### config.mk
export PLATFORM = sky130hd
export DESIGN_NAME = storage_card_host_port_pins
export DESIGN_NICKNAME = d
export VERILOG_FILES = /design/src/shared/host_port_pkg.sv /design/src/hw/storage_card_host_port_pins.sv
export VERILOG_INCLUDE_DIRS = /design/src /design/src/shared
export SDC_FILE = /design/constraint.sdc
export NUM_CORES = 1
export LEC_CHECK = 0
export BUFFER_PORTS_ARGS = -buffer_cell sky130_fd_sc_hd__buf_2
export CAP_MARGIN = 20
export CORE_MARGIN = 4
export CORE_UTILIZATION = 48
export DETAILED_ROUTE_END_ITERATION = 10
export PLACE_DENSITY = 0.84
export SETUP_SLACK_MARGIN = 0.2
export SLEW_MARGIN = 10
export SYNTH_ARGS = -nofsm -noshare
export SYNTH_HDL_FRONTEND = slang
export SYNTH_SLANG_ARGS = --single-unit
### constraint.sdc
create_clock -name clk -period 2.35 [get_ports clk]
set_input_delay 0.47 -clock clk [delete_from_list [all_inputs] [get_ports clk]]
set_output_delay 0.47 -clock clk [all_outputs]
set_load 0.05 [all_outputs]
### src/shared/host_port_params.svh
// timing and encoding constants for the card host port
`ifndef HOST_PORT_PARAMS_SVH
`define HOST_PORT_PARAMS_SVH
`define MODE_MEMORY   2'h0
`define MODE_IO       2'h1
`define MODE_IDE      2'h2
`define LOW_LANE_HI   7
`define LOW_LANES     16'h00FF
`define ALL_LANES     16'hFFFF
`define DATA_W        16
`define SYNC_W        2
`endif

### src/shared/host_port_pkg.sv
// types shared by the card host port
`default_nettype none
package host_port_pkg;
	typedef enum logic [1:0] {
		mode_memory = 2'h0,
		mode_io     = 2'h1,
		mode_ide    = 2'h2
	} card_mode_t;
	typedef struct packed {
		logic task_file_select_n;
		logic control_block_select_n;
		logic io_read_strobe_n;
		logic io_write_strobe_n;
		logic dma_acknowledge_n;
		logic card_select_n;
	} host_ctl_t;
	typedef struct packed {
		logic [15:0] data_out;
		logic [15:0] data_oe;
	} bus_drive_t;
endpackage
`default_nettype wire

### src/hw/storage_card_host_port_pins.sv
// pin-level host port logic: role select, lanes, input ack, dma request
//
// Overview of operation
// - ide mode: role pin low means master
// - d00 even byte lsb, d08 odd
// - ide register accesses use low byte only
// - ide data transfers use all sixteen lanes
// - input ack only on selected io read
// - memory mode: no input ack, ignore read
// - ide: request dma when data ready
// - hold request until host acknowledges
// - request undriven when drive not selected
// - task file and control block selects
`timescale 1ns/1ps
`default_nettype none
`include "host_port_params.svh"
module storage_card_host_port_pins (
	input  wire logic                      clk,
	input  wire logic                      nrst,
	input  wire host_port_pkg::card_mode_t mode,
	input  wire logic                      drive_role_select_n,
	input  wire host_port_pkg::host_ctl_t  host_ctl,
	input  wire logic                      drive_selected,
	input  wire logic                      io_addr_match,
	input  wire logic                      data_ready,
	input  wire logic [15:0]               read_word,
	input  wire logic [15:0]               data_in,
	output logic                           is_master,
	output logic                           input_acknowledge_n,
	output logic                           input_acknowledge_oe,
	output logic                           dma_request,
	output logic                           dma_request_oe,
	output logic                           dma_ack_seen,
	output host_port_pkg::bus_drive_t      bus_drive,
	output logic                           reg_write,
	output logic                           data_write,
	output logic [15:0]                    write_word
);
	import host_port_pkg::*;

	host_ctl_t  sync1;
	host_ctl_t  sync2;
	host_ctl_t  prev;
	logic       role1;
	logic       role2;

	// two flops per control; first stage read only by the second
	// strobes shorter than one clock can slip past unseen
	always_ff @(posedge clk) begin
		if (!nrst) begin
			sync1 <= '1;
			sync2 <= '1;
			prev  <= '1;
			role1 <= 1'b1;
			role2 <= 1'b1;
		end else begin
			sync1 <= host_ctl;
			sync2 <= sync1;
			prev  <= sync2;
			role1 <= drive_role_select_n;
			role2 <= role1;
		end
	end

	logic io_rd;
	logic reg_sel;
	logic dma_acknowledge;
	logic wr_rise;
	assign io_rd   = !sync2.io_read_strobe_n;
	assign reg_sel = !sync2.task_file_select_n || !sync2.control_block_select_n;
	assign dma_acknowledge   = !sync2.dma_acknowledge_n;
	// writes land on the trailing (rising) edge of the strobe
	assign wr_rise = sync2.io_write_strobe_n && !prev.io_write_strobe_n;

	typedef enum logic [1:0] {dma_idle, dma_req, dma_wait} dma_state_t;
	dma_state_t state;
	dma_state_t next_state;

	logic       next_master;
	logic       next_inack;
	logic       next_inack_oe;
	logic       next_req;
	logic       next_req_oe;
	bus_drive_t next_bus;
	logic       next_reg_write;
	logic       next_data_write;
	logic [15:0] next_write_word;

	always_comb begin
		next_state      = state;
		next_master     = is_master;
		next_inack      = 1'b1;
		next_inack_oe   = 1'b0;
		next_bus        = '0;
		next_reg_write  = 1'b0;
		next_data_write = 1'b0;
		next_write_word = write_word;
		if (mode == mode_ide) begin
			next_master = !role2;
		end
		// io mode only; memory mode leaves it idle and ignores the read strobe
		if (mode == mode_io && !sync2.card_select_n && io_rd && io_addr_match) begin
			next_inack    = 1'b0;
			next_inack_oe = 1'b1;
		end
		if (mode != mode_memory && io_rd && (reg_sel || (mode == mode_ide && dma_acknowledge))) begin
			next_bus.data_out = read_word;
			if (mode == mode_ide && !dma_acknowledge) begin
				next_bus.data_oe = `LOW_LANES;
			end else begin
				next_bus.data_oe = `ALL_LANES;
			end
		end
		if (mode != mode_memory && wr_rise) begin
			if (mode == mode_ide && !dma_acknowledge && reg_sel) begin
				next_reg_write  = 1'b1;
				next_write_word = {8'h00, data_in[`LOW_LANE_HI:0]};
			end else if (dma_acknowledge || mode == mode_io) begin
				next_data_write = 1'b1;
				next_write_word = data_in;
			end
		end
		unique case (state)
			dma_idle: begin
				if (mode == mode_ide && data_ready) begin
					next_state = dma_req;
				end
			end
			dma_req: begin
				// held regardless of data_ready until the host acknowledges
				if (dma_acknowledge) begin
					next_state = dma_wait;
				end
			end
			dma_wait: begin
				if (!dma_acknowledge) begin
					next_state = dma_idle;
				end
			end
		endcase
		if (mode != mode_ide) begin
			next_state = dma_idle;
		end
		next_req    = (next_state == dma_req);
		next_req_oe = (mode == mode_ide) && drive_selected;
	end

	always_ff @(posedge clk) begin
		if (!nrst) begin
			state                <= dma_idle;
			is_master            <= 1'b0;
			input_acknowledge_n  <= 1'b1;
			input_acknowledge_oe <= 1'b0;
			dma_request          <= 1'b0;
			dma_request_oe       <= 1'b0;
			dma_ack_seen         <= 1'b0;
			bus_drive            <= '0;
			reg_write            <= 1'b0;
			data_write           <= 1'b0;
			write_word           <= 16'h0000;
		end else begin
			state                <= next_state;
			is_master            <= next_master;
			input_acknowledge_n  <= next_inack;
			input_acknowledge_oe <= next_inack_oe;
			dma_request          <= next_req;
			dma_request_oe       <= next_req_oe;
			dma_ack_seen         <= dma_acknowledge;
			bus_drive            <= next_bus;
			reg_write            <= next_reg_write;
			data_write           <= next_data_write;
			write_word           <= next_write_word;
		end
	end
endmodule // storage_card_host_port_pins
`default_nettype wire

# After elaboration in Yosys (flattened, before gate mapping)
# Index checks and enable logic that the tools add are counted.
# word_totals
register_bits,73
latchBits,0
ram_bits,0
romBits,0
out_inout_bits,56
wordCells,76
n_memories,0
# op_classes
add_sub_neg,0
n_mul,0
div,0
n_lt_le_gt_ge,0
eq_ne,6
shifts,0
n_mux,12
n_bitwise,2
reduce_logical,29
# op_table
op,count
$mux W16,3
$logic_and A1 B1 Y1,12
$mux W2,4
$logic_not A1 Y1,7
$eq A2 B1 Y1 const B,3
$pmux W2 S3,1
$reduce_and A2 Y1,3
$eq A2 B2 Y1 const B,2
$mux W1,4
$reduce_bool A2 Y1,2
$logic_or A1 B1 Y1,3
$reduce_or A3 Y1,1
$logic_not A2 Y1,1
$ne A2 B2 Y1 const B,1
$not A1 Y1,2

# Depth between registers and ports, before layout
# Gate-level depths: netlist of the first run.
# depth
depth_word,6
mapped_depth,5
mapped_depth_nobuf,5

# Least setup slack after synthesis of the first run
# Ideal clock, no wire load.
# synth_path
path_type,register to output
start,register bus_drive[14] (netlist name)
end,output port bus_drive[10] (netlist bit)
t_arrival_ns,1.013
t_required_ns,1.880
path_slack_ns,0.867
stages_incl_launch_ff,2
path_buffers,1
cell_sequence,dfxtp_1 > buf_4
# synth_rtl
item,line_no,source
to (decl),storage_card_host_port_pins.sv:34,"output host_port_pkg::bus_drive_t bus_drive,"

==> metrics.txt, run 1 <==
wire length of the first global-routing pass=between 5000 and 6000 um; Starting Density=50.3%; area of the die=between 5000 and 6000 sq um; critical path data arrival time=approximately 1.0 ns; area fraction of the dominant cell type after synthesis=between 50% and 60%; wire per inst=11.6 um; worst path setup slack after routing=around 0.86 ns; HPWL reported at the end of detailed placement=between 2000 and 3000 um; antenna violations before repair=0; die outline width=roughly 73 um; period utilization=a little over three fifths; area of the core region=around 4000 sq um; unique cell type count in the Yosys netlist=33; Post-synth ARST share=0%; number of sinks handled by clock tree synthesis=between 50 and 60; Avg Vias per Cell=around 4.7; leading register cell type out of synthesis=sky130_fd_sc_hd__dfxtp_1; count of cells resized by post-cts repair=0; worst voltage drop across the vdd grid=414 uV; worst slew slack as a fraction of its limit=about three fifths; Worst Tran Pin Value=approximately 0.63 ns; cell types with the largest area share after synthesis=sky130_fd_sc_hd__dfxtp_1 58%, sky130_fd_sc_hd__buf_4 5.6%, sky130_fd_sc_hd__and2_1 4.9%; highest-delay cell along the critical path=sky130_fd_sc_hd__dfxtp_1; final hold violation count=0; crit end category=primary output; setup TNS=0 ns; CTS buffer count=9; Tmin final=1.49 ns; layout net count=approximately 320; setup repair after global routing missed its margin=false; Yosys warning total=0; number of filler cells placed in the layout=between 300 and 400; dominant cell type by area after synthesis=sky130_fd_sc_hd__dfxtp_1; number of max-cap violations=0; chain of cells forming the critical path=buf_2; final setup skew=0.00610 ns; total wire length after detailed routing=roughly 3800 um; TritonCTS clock tree=built; final estimated routing congestion in global placement=roughly 0.80; Syn Inst Count=181; run status=complete, no violations; Max Clock Freq=a little under 700 MHz; share of layout cells above drive strength 1=between 40 and 50%; setup bufs post-CTS=0; post-synth design cell area=approximately 2000 sq um; Cell Count, Final, Fillers Out=between 300 and 400; Cell Pwr Density=between 700 and 800 nW/um^2; GRT Residual Overflow=0; I/O pins=102; area growth from synthesis to layout=28.6%; H-tree depth reported by CTS=3; number of design rule violations left after detail routing=0; DRT iter0 DRCs=17; global-route total usage across every layer=between 10% and 20%; number of rows in the core area=23; leakage power summed over all cells=roughly 1.4 nW; count of flip-flops with a built-in enable after synthesis=0; DRT Pass-1 Iters=4; count of hold buffers inserted by post-cts repair=0; CP top delay family=flip-flops; class of the tightest hold or removal check=primary input to register; die boundary height=approximately 73 um; clk buf depth=2; master cell of the clock root buffer=sky130_fd_sc_hd__clkbuf_8; Clock transition at path regs=0.06 ns; Mapped Nets=roughly 230; delay contributed by the slowest stage of the critical path=~0.41 ns; Place WS=about 0.70 ns; clock latency at the later pin of the worst-skew pair=between 0.3 and 0.4 ns; Antenna Nets Post-Route=0; worst hold-check slack=roughly 0.33 ns; top-count cell post-synth=sky130_fd_sc_hd__dfxtp_1; top post-synthesis cells by count=59 x sky130_fd_sc_hd__dfxtp_1, 19 x sky130_fd_sc_hd__nand2_1, 16 x sky130_fd_sc_hd__and2_1, 16 x sky130_fd_sc_hd__nand2b_1, 15 x sky130_fd_sc_hd__buf_4; start-to-end type of the worst setup path=register to primary output; WP data required=between 1.5 and 2 ns; sequential area share after synthesis=approximately three fifths; Final setup violation count=0; number of buffer and inverter instances along the worst setup path=1; number of flip-flops and latches in the synthesized netlist=59; number of inserted diodes=0; total number of vias=roughly 1500; Port-buffer cells=about 100; critical path startpoint category=register; Worst Path Max Fanout=8; Post-Synthesis Mean Instance Area=between 10 and 15 sq um; pin count of the biggest net entering global routing=43; total count of max-transition violations in the final report=0; via count of the first global-routing pass=~1400; post-placement cell count=just over 300
-- metrics by stage --
stage                     cell area [sq um]  utilization (%)  total power, mW
final                                  2610             64.7             1.94
after global routing                   2610             64.7             2.02
after CTS                              2610             64.7             1.97
after detailed placement               2430             60.4             1.18
after global placement                 2430             60.4             1.18
after floorplan                        2030                -             1.14
-- flip-flops by register name, summed over array words and instances (netlist names) --
signal / cells
write_word: 16
sync1: 6
bus_drive: 18
dma_ack_seen: 1
role2: 1
input_acknowledge_n: 1
dma_request: 1
state: 2
data_write: 1
reg_write: 1
prev: 1
is_master: 1
role1: 1
dma_request_oe: 1
input_acknowledge_oe: 1
sync2: 6
-- layout make-up --
cell class	instances	area [sq um]	area share (%)
clock buffers	14	163	6.24
clock inverters	2	10.0	0.384
inverters	4	15.0	0.576
multi-input cells	94	661	25.4
flip-flops and latches	59	1180	45.3
well taps	50	62.6	2.40
repair buffers	102	513	19.7
-- power breakdown --
group          total (mW)  leakage (nW)  internal, mW  switching [mW]
clock network       0.778        0.0905         0.438           0.340
logic               0.131         0.786        0.0521          0.0789
registers            1.03         0.480          1.02         0.00749
total                1.94          1.36          1.51           0.426
-- worst register-to-register path: cells and delay by family (launching register included) --
family	cells	cell delay, ns
AND/OR/NAND/NOR	1	0.12
multiplexers	1	0.28
flip-flops	1	0.46
AO/OA/AOI/OAI	1	0.53
-- cell families after synthesis --
group,after synthesis,share of synthesized area [%]
multiplexers,8,3.95
buffers and inverters,28,9.08
AND/OR/NAND/NOR,64,17.4
AO/OA/AOI/OAI,20,10.1
flip-flops,59,58.3
adder cells (fa/ha/maj),2,1.24
-- layout by cell type, fill, tap and decap left out, types with 2 or more instances in the layout --
master / count
sky130_fd_sc_hd__clkbuf_8: 11
sky130_fd_sc_hd__nand2b_1: 16
sky130_fd_sc_hd__nor2_1: 3
sky130_fd_sc_hd__and2b_1: 2
sky130_fd_sc_hd__a32o_1: 8
sky130_fd_sc_hd__inv_1: 4
sky130_fd_sc_hd__ha_1: 2
sky130_fd_sc_hd__mux2i_1: 8
sky130_fd_sc_hd__a21oi_1: 2
sky130_fd_sc_hd__dfxtp_1: 59
sky130_fd_sc_hd__clkinv_2: 2
sky130_fd_sc_hd__clkbuf_1: 3
sky130_fd_sc_hd__buf_2: 101
sky130_fd_sc_hd__nor2b_1: 2
sky130_fd_sc_hd__and2_1: 16
sky130_fd_sc_hd__nand2_1: 19
-- final timing paths --
path,from,end,slack (ns),cells after the start
max,bus_drive[14],bus_drive[10],0.86,1
min,host_ctl[1],sync1[1],0.33,2
max reg2reg,sync2[1],write_word[1],0.89,3
min reg2reg,sync1[3],sync2[3],0.41,1
-- metal layers --
layer,share of wire (%),wire length [um],vias up,global-route usage (%)
met5,0,0,-,0
met2,47,1750,80,24.0
met4,1.9,72,0,9.43
met1,39,1470,665,15.0
li1,-,-,760,-
met3,12,466,7,6.20
Note: power is estimated with default switching activity, not from simulation.
==> run 2: changes to the inputs <==
- CORE_UTILIZATION: 48 -> 44
- PLACE_DENSITY: 0.84 -> 0.78
- clock period: 2.35 -> 1.4 ns (I/O delays scaled with it)
==> run 2 against run 1 <==
  * Largest power group unchanged
  * Die area grew 8.1%
  * Clock skew fell by 0.0016 ns
  * Critical path type unchanged
  * Worst setup slack worse by 0.66 ns
  * Design area up 14%
  * Critical path depth did not move
  * Sequential share of layout area fell by 5.0 points
  * Clock power is 95% higher
  * Sequential cell count unchanged
==> metrics.txt, run 2 (synthesis gave the netlist of run 1 again) <==
run status=complete, no violations (unchanged); antenna violations before repair=0 (unchanged); Starting Density=45.9% (was 50.3%); Clock transition at path regs=0.06 ns (about the same); number of sinks handled by clock tree synthesis=59 (unchanged); max reg flops=18 (unchanged); critical path startpoint category=register (unchanged); setup TNS=0 ns (unchanged); clk buf depth=2 (unchanged); wire length of the first global-routing pass=5800 um (unchanged); critical path data arrival time=0.92 ns (was 1.02 ns); clock latency at the later pin of the worst-skew pair=0.32 ns (about the same); Cell Pwr Density=1180 nW/um^2 (was 743 nW/um^2); H-tree depth reported by CTS=3 (unchanged); Biggest register=bus_drive (unchanged); CTS buffer count=9 (unchanged); Worst Path Max Fanout=8 (unchanged); finished layout cell area=2970 sq um (was 2610 sq um); number of buffer and inverter instances along the worst setup path=1 (unchanged); area of the die=5750 sq um (was 5320 sq um); final setup skew=0.00449 ns (was 0.00610 ns); master cell of the clock root buffer=sky130_fd_sc_hd__clkbuf_8 (unchanged); number of rows in the core area=24 (was 23); I/O pins=102 (unchanged); delay contributed by the slowest stage of the critical path=0.42 ns (was 0.41 ns); wire per inst=12.8 um (was 11.6 um); share of layout cells above drive strength 1=51.6% (was 44.0%); leakage power summed over all cells=1.43 nW (was 1.36 nW); total count of max-transition violations in the final report=0 (unchanged); Post-DP Area=2490 sq um (was 2430 sq um); Tmin final=1.20 ns; setup repair after global routing missed its margin=true (was false); total number of vias=1530 (was 1512); class of the tightest hold or removal check=primary input to register (unchanged); Worst Tran Pin Value=0.287 ns (was 0.630 ns); post-placement cell count=314 (was 309); number of inserted diodes=0 (unchanged); crit end category=primary output (unchanged); Avg Vias per Cell=4.59 (was 4.65); worst hold-check slack=0.138 ns (was 0.330 ns); final hold violation count=0 (unchanged); Port-buffer cells=101 (unchanged); count of hold buffers inserted by post-cts repair=0 (unchanged); number of design rule violations left after detail routing=0 (unchanged); Final setup violation count=0 (unchanged); start-to-end type of the worst setup path=register to primary output (unchanged); global-route total usage across every layer=13.9% (was 14.5%); most frequent cells in the layout=60 x sky130_fd_sc_hd__buf_2, 54 x sky130_fd_sc_hd__dfxtp_1, 20 x sky130_fd_sc_hd__buf_4 (was 101 x sky130_fd_sc_hd__buf_2, 59 x sky130_fd_sc_hd__dfxtp_1, 19 x sky130_fd_sc_hd__nand2_1); largest registers=bus_drive (18), write_word (16) (unchanged); chain of cells forming the critical path=buf_6 (was buf_2); period utilization=a little under nine tenths; worst voltage drop across the vdd grid=793 uV (was 414 uV); fin util=67.2% (was 64.7%); number of max-cap violations=0 (unchanged); pin count of the biggest net entering global routing=27 (was 43); HPWL reported at the end of detailed placement=2870 um (was 2800 um); Antenna Nets Post-Route=0 (unchanged); Cell Count, Final, Fillers Out=333 (was 325); area of the core region=4410 sq um (was 4030 sq um); total wire length after detailed routing=4270 um (was 3760 um); DRT Pass-1 Iters=4 (unchanged); highest-delay cell along the critical path=sky130_fd_sc_hd__dfxtp_4 (was sky130_fd_sc_hd__dfxtp_1); TritonCTS clock tree=built (unchanged); layout net count=324 (was 318); most common cell after layout, fill and taps aside=sky130_fd_sc_hd__buf_2 (unchanged); number of filler cells placed in the layout=341 (was 369); GRT Residual Overflow=0 (unchanged); WP data required=1.12 ns (was 1.88 ns); die boundary height=75.9 um (was 73.0 um); CP top delay family=flip-flops (unchanged); Max Clock Freq=832 MHz; DRT iter0 DRCs=39 (was 17); via count of the first global-routing pass=1281 (was 1368); area growth from synthesis to layout=46.4% (was 28.6%); worst slew slack as a fraction of its limit=80.8% (was 58.0%); die outline width=75.9 um (was 73.0 um); final estimated routing congestion in global placement=0.714 (was 0.797)
[run 2: final cells by class]
cell class	instances	area [sq um]	area share, %
Sequential cell	59	1200	40.4
Inverter	4	15.0	0.506
Multi-Input combinational cell	94	737	24.9
Clock buffer	16	210	7.09
Tap cell	52	65.1	2.19
Timing Repair Buffer	108	741	25.0
[run 2: per-layer routing]
metal | global-route usage [%] | vias up | wire length, um
met5 | 0 | - | 0
met4 | 7.57 | 0 | 63
met3 | 6.46 | 7 | 472
met2 | 22.1 | 74 | 2150
met1 | 15.3 | 679 | 1580
li1 | - | 770 | -
[run 2: report_power, final]
| group | switching (mW) | internal (mW) |
|---|---|---|
| registers | 0.0164 | 1.71 |
| logic | 0.141 | 0.111 |
| clock network | 0.584 | 0.935 |
[run 2: final timing paths]
path                  from            to  slack (ns)  depth (start not counted)
max          bus_drive[14]  bus_drive[8]        0.20                          1
max reg2reg       state[0]   dma_request        0.21                          5
min reg2reg       sync1[3]      sync2[3]        0.40                          1
min            host_ctl[2]      sync1[2]        0.14                          2
[run 2: repair_timing]
item / CTS / global route
setup buffers: 0 / 3
pin swaps: 0 / 3
endpoints found under the setup margin: 62 / 59
gates resized for setup: 22 / 71
[run 2: stage by stage]
step | worst slack [ns] | power, mW
global placement | 0.164 | 1.99
global route | 0.148 | 3.65
CTS | 0.134 | 3.53
detailed placement | 0.127 | 2.00
floorplan | 0.213 | 1.91
finish | 0.197 | 3.49
==> run 3: changes to the inputs <==
- CORE_UTILIZATION: 44 -> 40
- PLACE_DENSITY: 0.78 -> 0.74
- clock period: 1.4 -> 1.1 ns (I/O delays scaled with it)
==> run 3 against run 2 <==
  * The run now ends with negative setup slack left
  * Die area grew 8.9%
  * Sequential share of layout area shrank 5.0 points
  * Largest cell class unchanged
  * Via count grew 9.4%
  * Critical path type unchanged
  * Global-route usage grew 2.7 points
  * Critical endpoint unchanged
  * Combinational power grew 58%
  * Largest power group unchanged
  * Non-clock buffer count grew 7
  * Clock power grew 20%
  * Highest routed layer unchanged
==> metrics.txt, run 3 (synthesis gave the netlist of run 1 again) <==
HP Start=host_ctl[1] (was host_ctl[2]); TritonCTS clock tree=built (unchanged); Worst Path Max Fanout=8 (unchanged); number of filler cells placed in the layout=335 (was 341); total wire length after detailed routing=5490 um (was 4270 um); clock latency at the later pin of the worst-skew pair=0.32 ns (about the same); number of max-cap violations=0 (unchanged); wire length of the first global-routing pass=7910 um (was 5800 um); number of cells on the worst reg-to-reg path=5 (unchanged); highest-delay cell along the critical path=sky130_fd_sc_hd__dfxtp_4 (unchanged); largest registers=bus_drive (18), write_word (16) (unchanged); Antenna Nets Post-Route=0 (unchanged); CP top delay family=flip-flops (unchanged); class of the tightest hold or removal check=primary input to register (unchanged); post-placement cell count=333 (was 314); Clock transition at path regs=0.06 ns (about the same); number of buffer and inverter instances along the worst setup path=1 (unchanged); Cell Pwr Density=1250 nW/um^2 (was 1180 nW/um^2); DRT iter0 DRCs=67 (was 39); failing checks=negative setup slack; beginning of the worst register-to-register path=state[0] (unchanged); max reg flops=18 (unchanged); share of layout cells above drive strength 1=73.5% (was 51.6%); H-tree depth reported by CTS=3 (unchanged); Sw Pwr=0.996 mW (was 0.741 mW); total count of max-transition violations in the final report=0 (unchanged); delay contributed by the slowest stage of the critical path=0.44 ns (was 0.42 ns); wire per inst=15.3 um (was 12.8 um); number of rows in the core area=25 (was 24); clk buf depth=2 (unchanged); finished layout cell area=3540 sq um (was 2970 sq um); worst slew slack as a fraction of its limit=79.3% (was 80.8%); area of the core region=4820 sq um (was 4410 sq um); run status=finished with violations (was complete, no violations); worst path setup slack after routing=-0.108 ns (was 0.197 ns); endpoint of the worst hold path=sync1[1] (was sync1[2]); critical path data arrival time=0.99 ns (was 0.92 ns); Avg Vias per Cell=4.68 (was 4.59); worst reg2reg setup slack=-0.10 ns (was 0.21 ns); pin count of the biggest net entering global routing=29 (was 27); setup repair after global routing missed its margin=true (unchanged); hold-critical path depth=2 (unchanged); Max Clock Freq=828 MHz; start-to-end type of the worst setup path=register to primary output (unchanged); Place WS=-0.115 ns (was 0.127 ns); sequential power share=49.9% (was 49.3%); Cell Count, Final, Fillers Out=358 (was 333); layout net count=334 (was 324); worst voltage drop across the vdd grid=933 uV (was 793 uV); number of sinks handled by clock tree synthesis=59 (unchanged); number of inserted diodes=0 (unchanged); master cell of the clock root buffer=sky130_fd_sc_hd__clkbuf_8 (unchanged); critical path startpoint category=register (unchanged); most frequent cells in the layout=47 x sky130_fd_sc_hd__buf_8, 45 x sky130_fd_sc_hd__buf_2, 44 x sky130_fd_sc_hd__dfxtp_2 (was 60 x sky130_fd_sc_hd__buf_2, 54 x sky130_fd_sc_hd__dfxtp_1, 20 x sky130_fd_sc_hd__buf_4); HPWL reported at the end of detailed placement=2980 um (was 2870 um); chain of cells forming the critical path=buf_4 (was buf_6); Worst Tran Pin Value=0.311 ns (was 0.287 ns); die boundary height=79.2 um (was 75.9 um); leakage power summed over all cells=1.60 nW (was 1.43 nW); crit end category=primary output (unchanged); cell internal pwr=3.43 mW (was 2.75 mW); area growth from synthesis to layout=74.6% (was 46.4%); DRT Pass-1 Iters=4 (unchanged); number of design rule violations left after detail routing=0 (unchanged); GRT Residual Overflow=0 (unchanged); clock share of power=41.1% (was 43.5%); Port-buffer cells=101 (unchanged); Starting Density=42.1% (was 45.9%); die outline width=79.2 um (was 75.9 um); I/O pins=102 (unchanged); area of the die=6270 sq um (was 5750 sq um); global-route total usage across every layer=16.6% (was 13.9%); total power draw=4.42 mW (was 3.49 mW); Final setup violation count=31 (was 0); most common cell after layout, fill and taps aside=sky130_fd_sc_hd__buf_8 (was sky130_fd_sc_hd__buf_2); Biggest register=bus_drive (unchanged); WP data required=0.88 ns (was 1.12 ns); Post-DP Area=2600 sq um (was 2490 sq um); CTS buffer count=9 (unchanged); antenna violations before repair=0 (unchanged); via count of the first global-routing pass=1634 (was 1281); final setup skew=0.00631 ns (was 0.00449 ns); final estimated routing congestion in global placement=0.737 (was 0.714); RR Endpoint=state[1] (was dma_request); Tmin final=1.21 ns; fin util=73.4% (was 67.2%); period utilization=110%; Comb pwr share=9.0% (was 7.2%); final hold violation count=0 (unchanged); switch share=22.5% (was 21.2%); total number of vias=1674 (was 1530)
run 3: per-stage QoR:
step                      hold WS, ns  setup TNS (ns)
after detailed placement        0.391           -2.16
final                          0.0791           -1.82
after global routing           0.0572           -3.51
after floorplan                 0.321          -0.102
after CTS                      0.0652           -2.22
after global placement          0.389           -1.20
run 3: layout make-up:
| type | count | area (sq um) | area share (%) |
|---|---|---|---|
| Sequential cell | 59 | 1250 | 35.4 |
| Timing Repair Buffer | 115 | 1140 | 32.2 |
| Inverter | 4 | 15.0 | 0.425 |
| Multi-Input combinational cell | 97 | 855 | 24.2 |
| Tap cell | 67 | 83.8 | 2.37 |
| Clock buffer | 15 | 186 | 5.27 |
| Clock inverter | 1 | 5.00 | 0.142 |
run 3: layer usage:
layer,part of all wire (%),vias up,track usage (%)
met5,0,-,0
met4,2.4,0,6.70
met3,10,12,6.58
met2,51,93,29.2
met1,36,761,17.7
li1,-,808,-
run 3: worst max-delay path by stage:
stage / start / endpoint / slack (ns) / cells after the start
after floorplan: prev[2] / write_word[13] / -0.05 / 4
after global placement: mode[0] / write_word[10] / -0.08 / 5
after detailed placement: mode[0] / write_word[8] / -0.11 / 5
after CTS: bus_drive[7] / bus_drive[7] / -0.09 / 1
after global routing: bus_drive[7] / bus_drive[7] / -0.16 / 2
final: bus_drive[14] / bus_drive[8] / -0.11 / 1
run 3: timing repair:
item / 4_1_cts / 5_1_grt
cloned: 3 / 0
gates resized for setup: 177 / 60
hold buffers: 0 / 0
pin swaps: 4 / 6
endpoints found under the setup margin: 93 / 94
buffers inserted: 1 / 5
run 3: power by group through the flow:
stage / combinational [mW] / clock (mW) / sequential, mW
5_1_grt: 0.427 / 2.00 / 2.21
4_1_cts: 0.371 / 1.86 / 2.20
3_3_place_gp: 0.311 / 0 / 2.24
6_report: 0.399 / 1.82 / 2.21
3_5_place_dp: 0.315 / 0 / 2.24
2_1_floorplan: 0.138 / 0 / 2.30
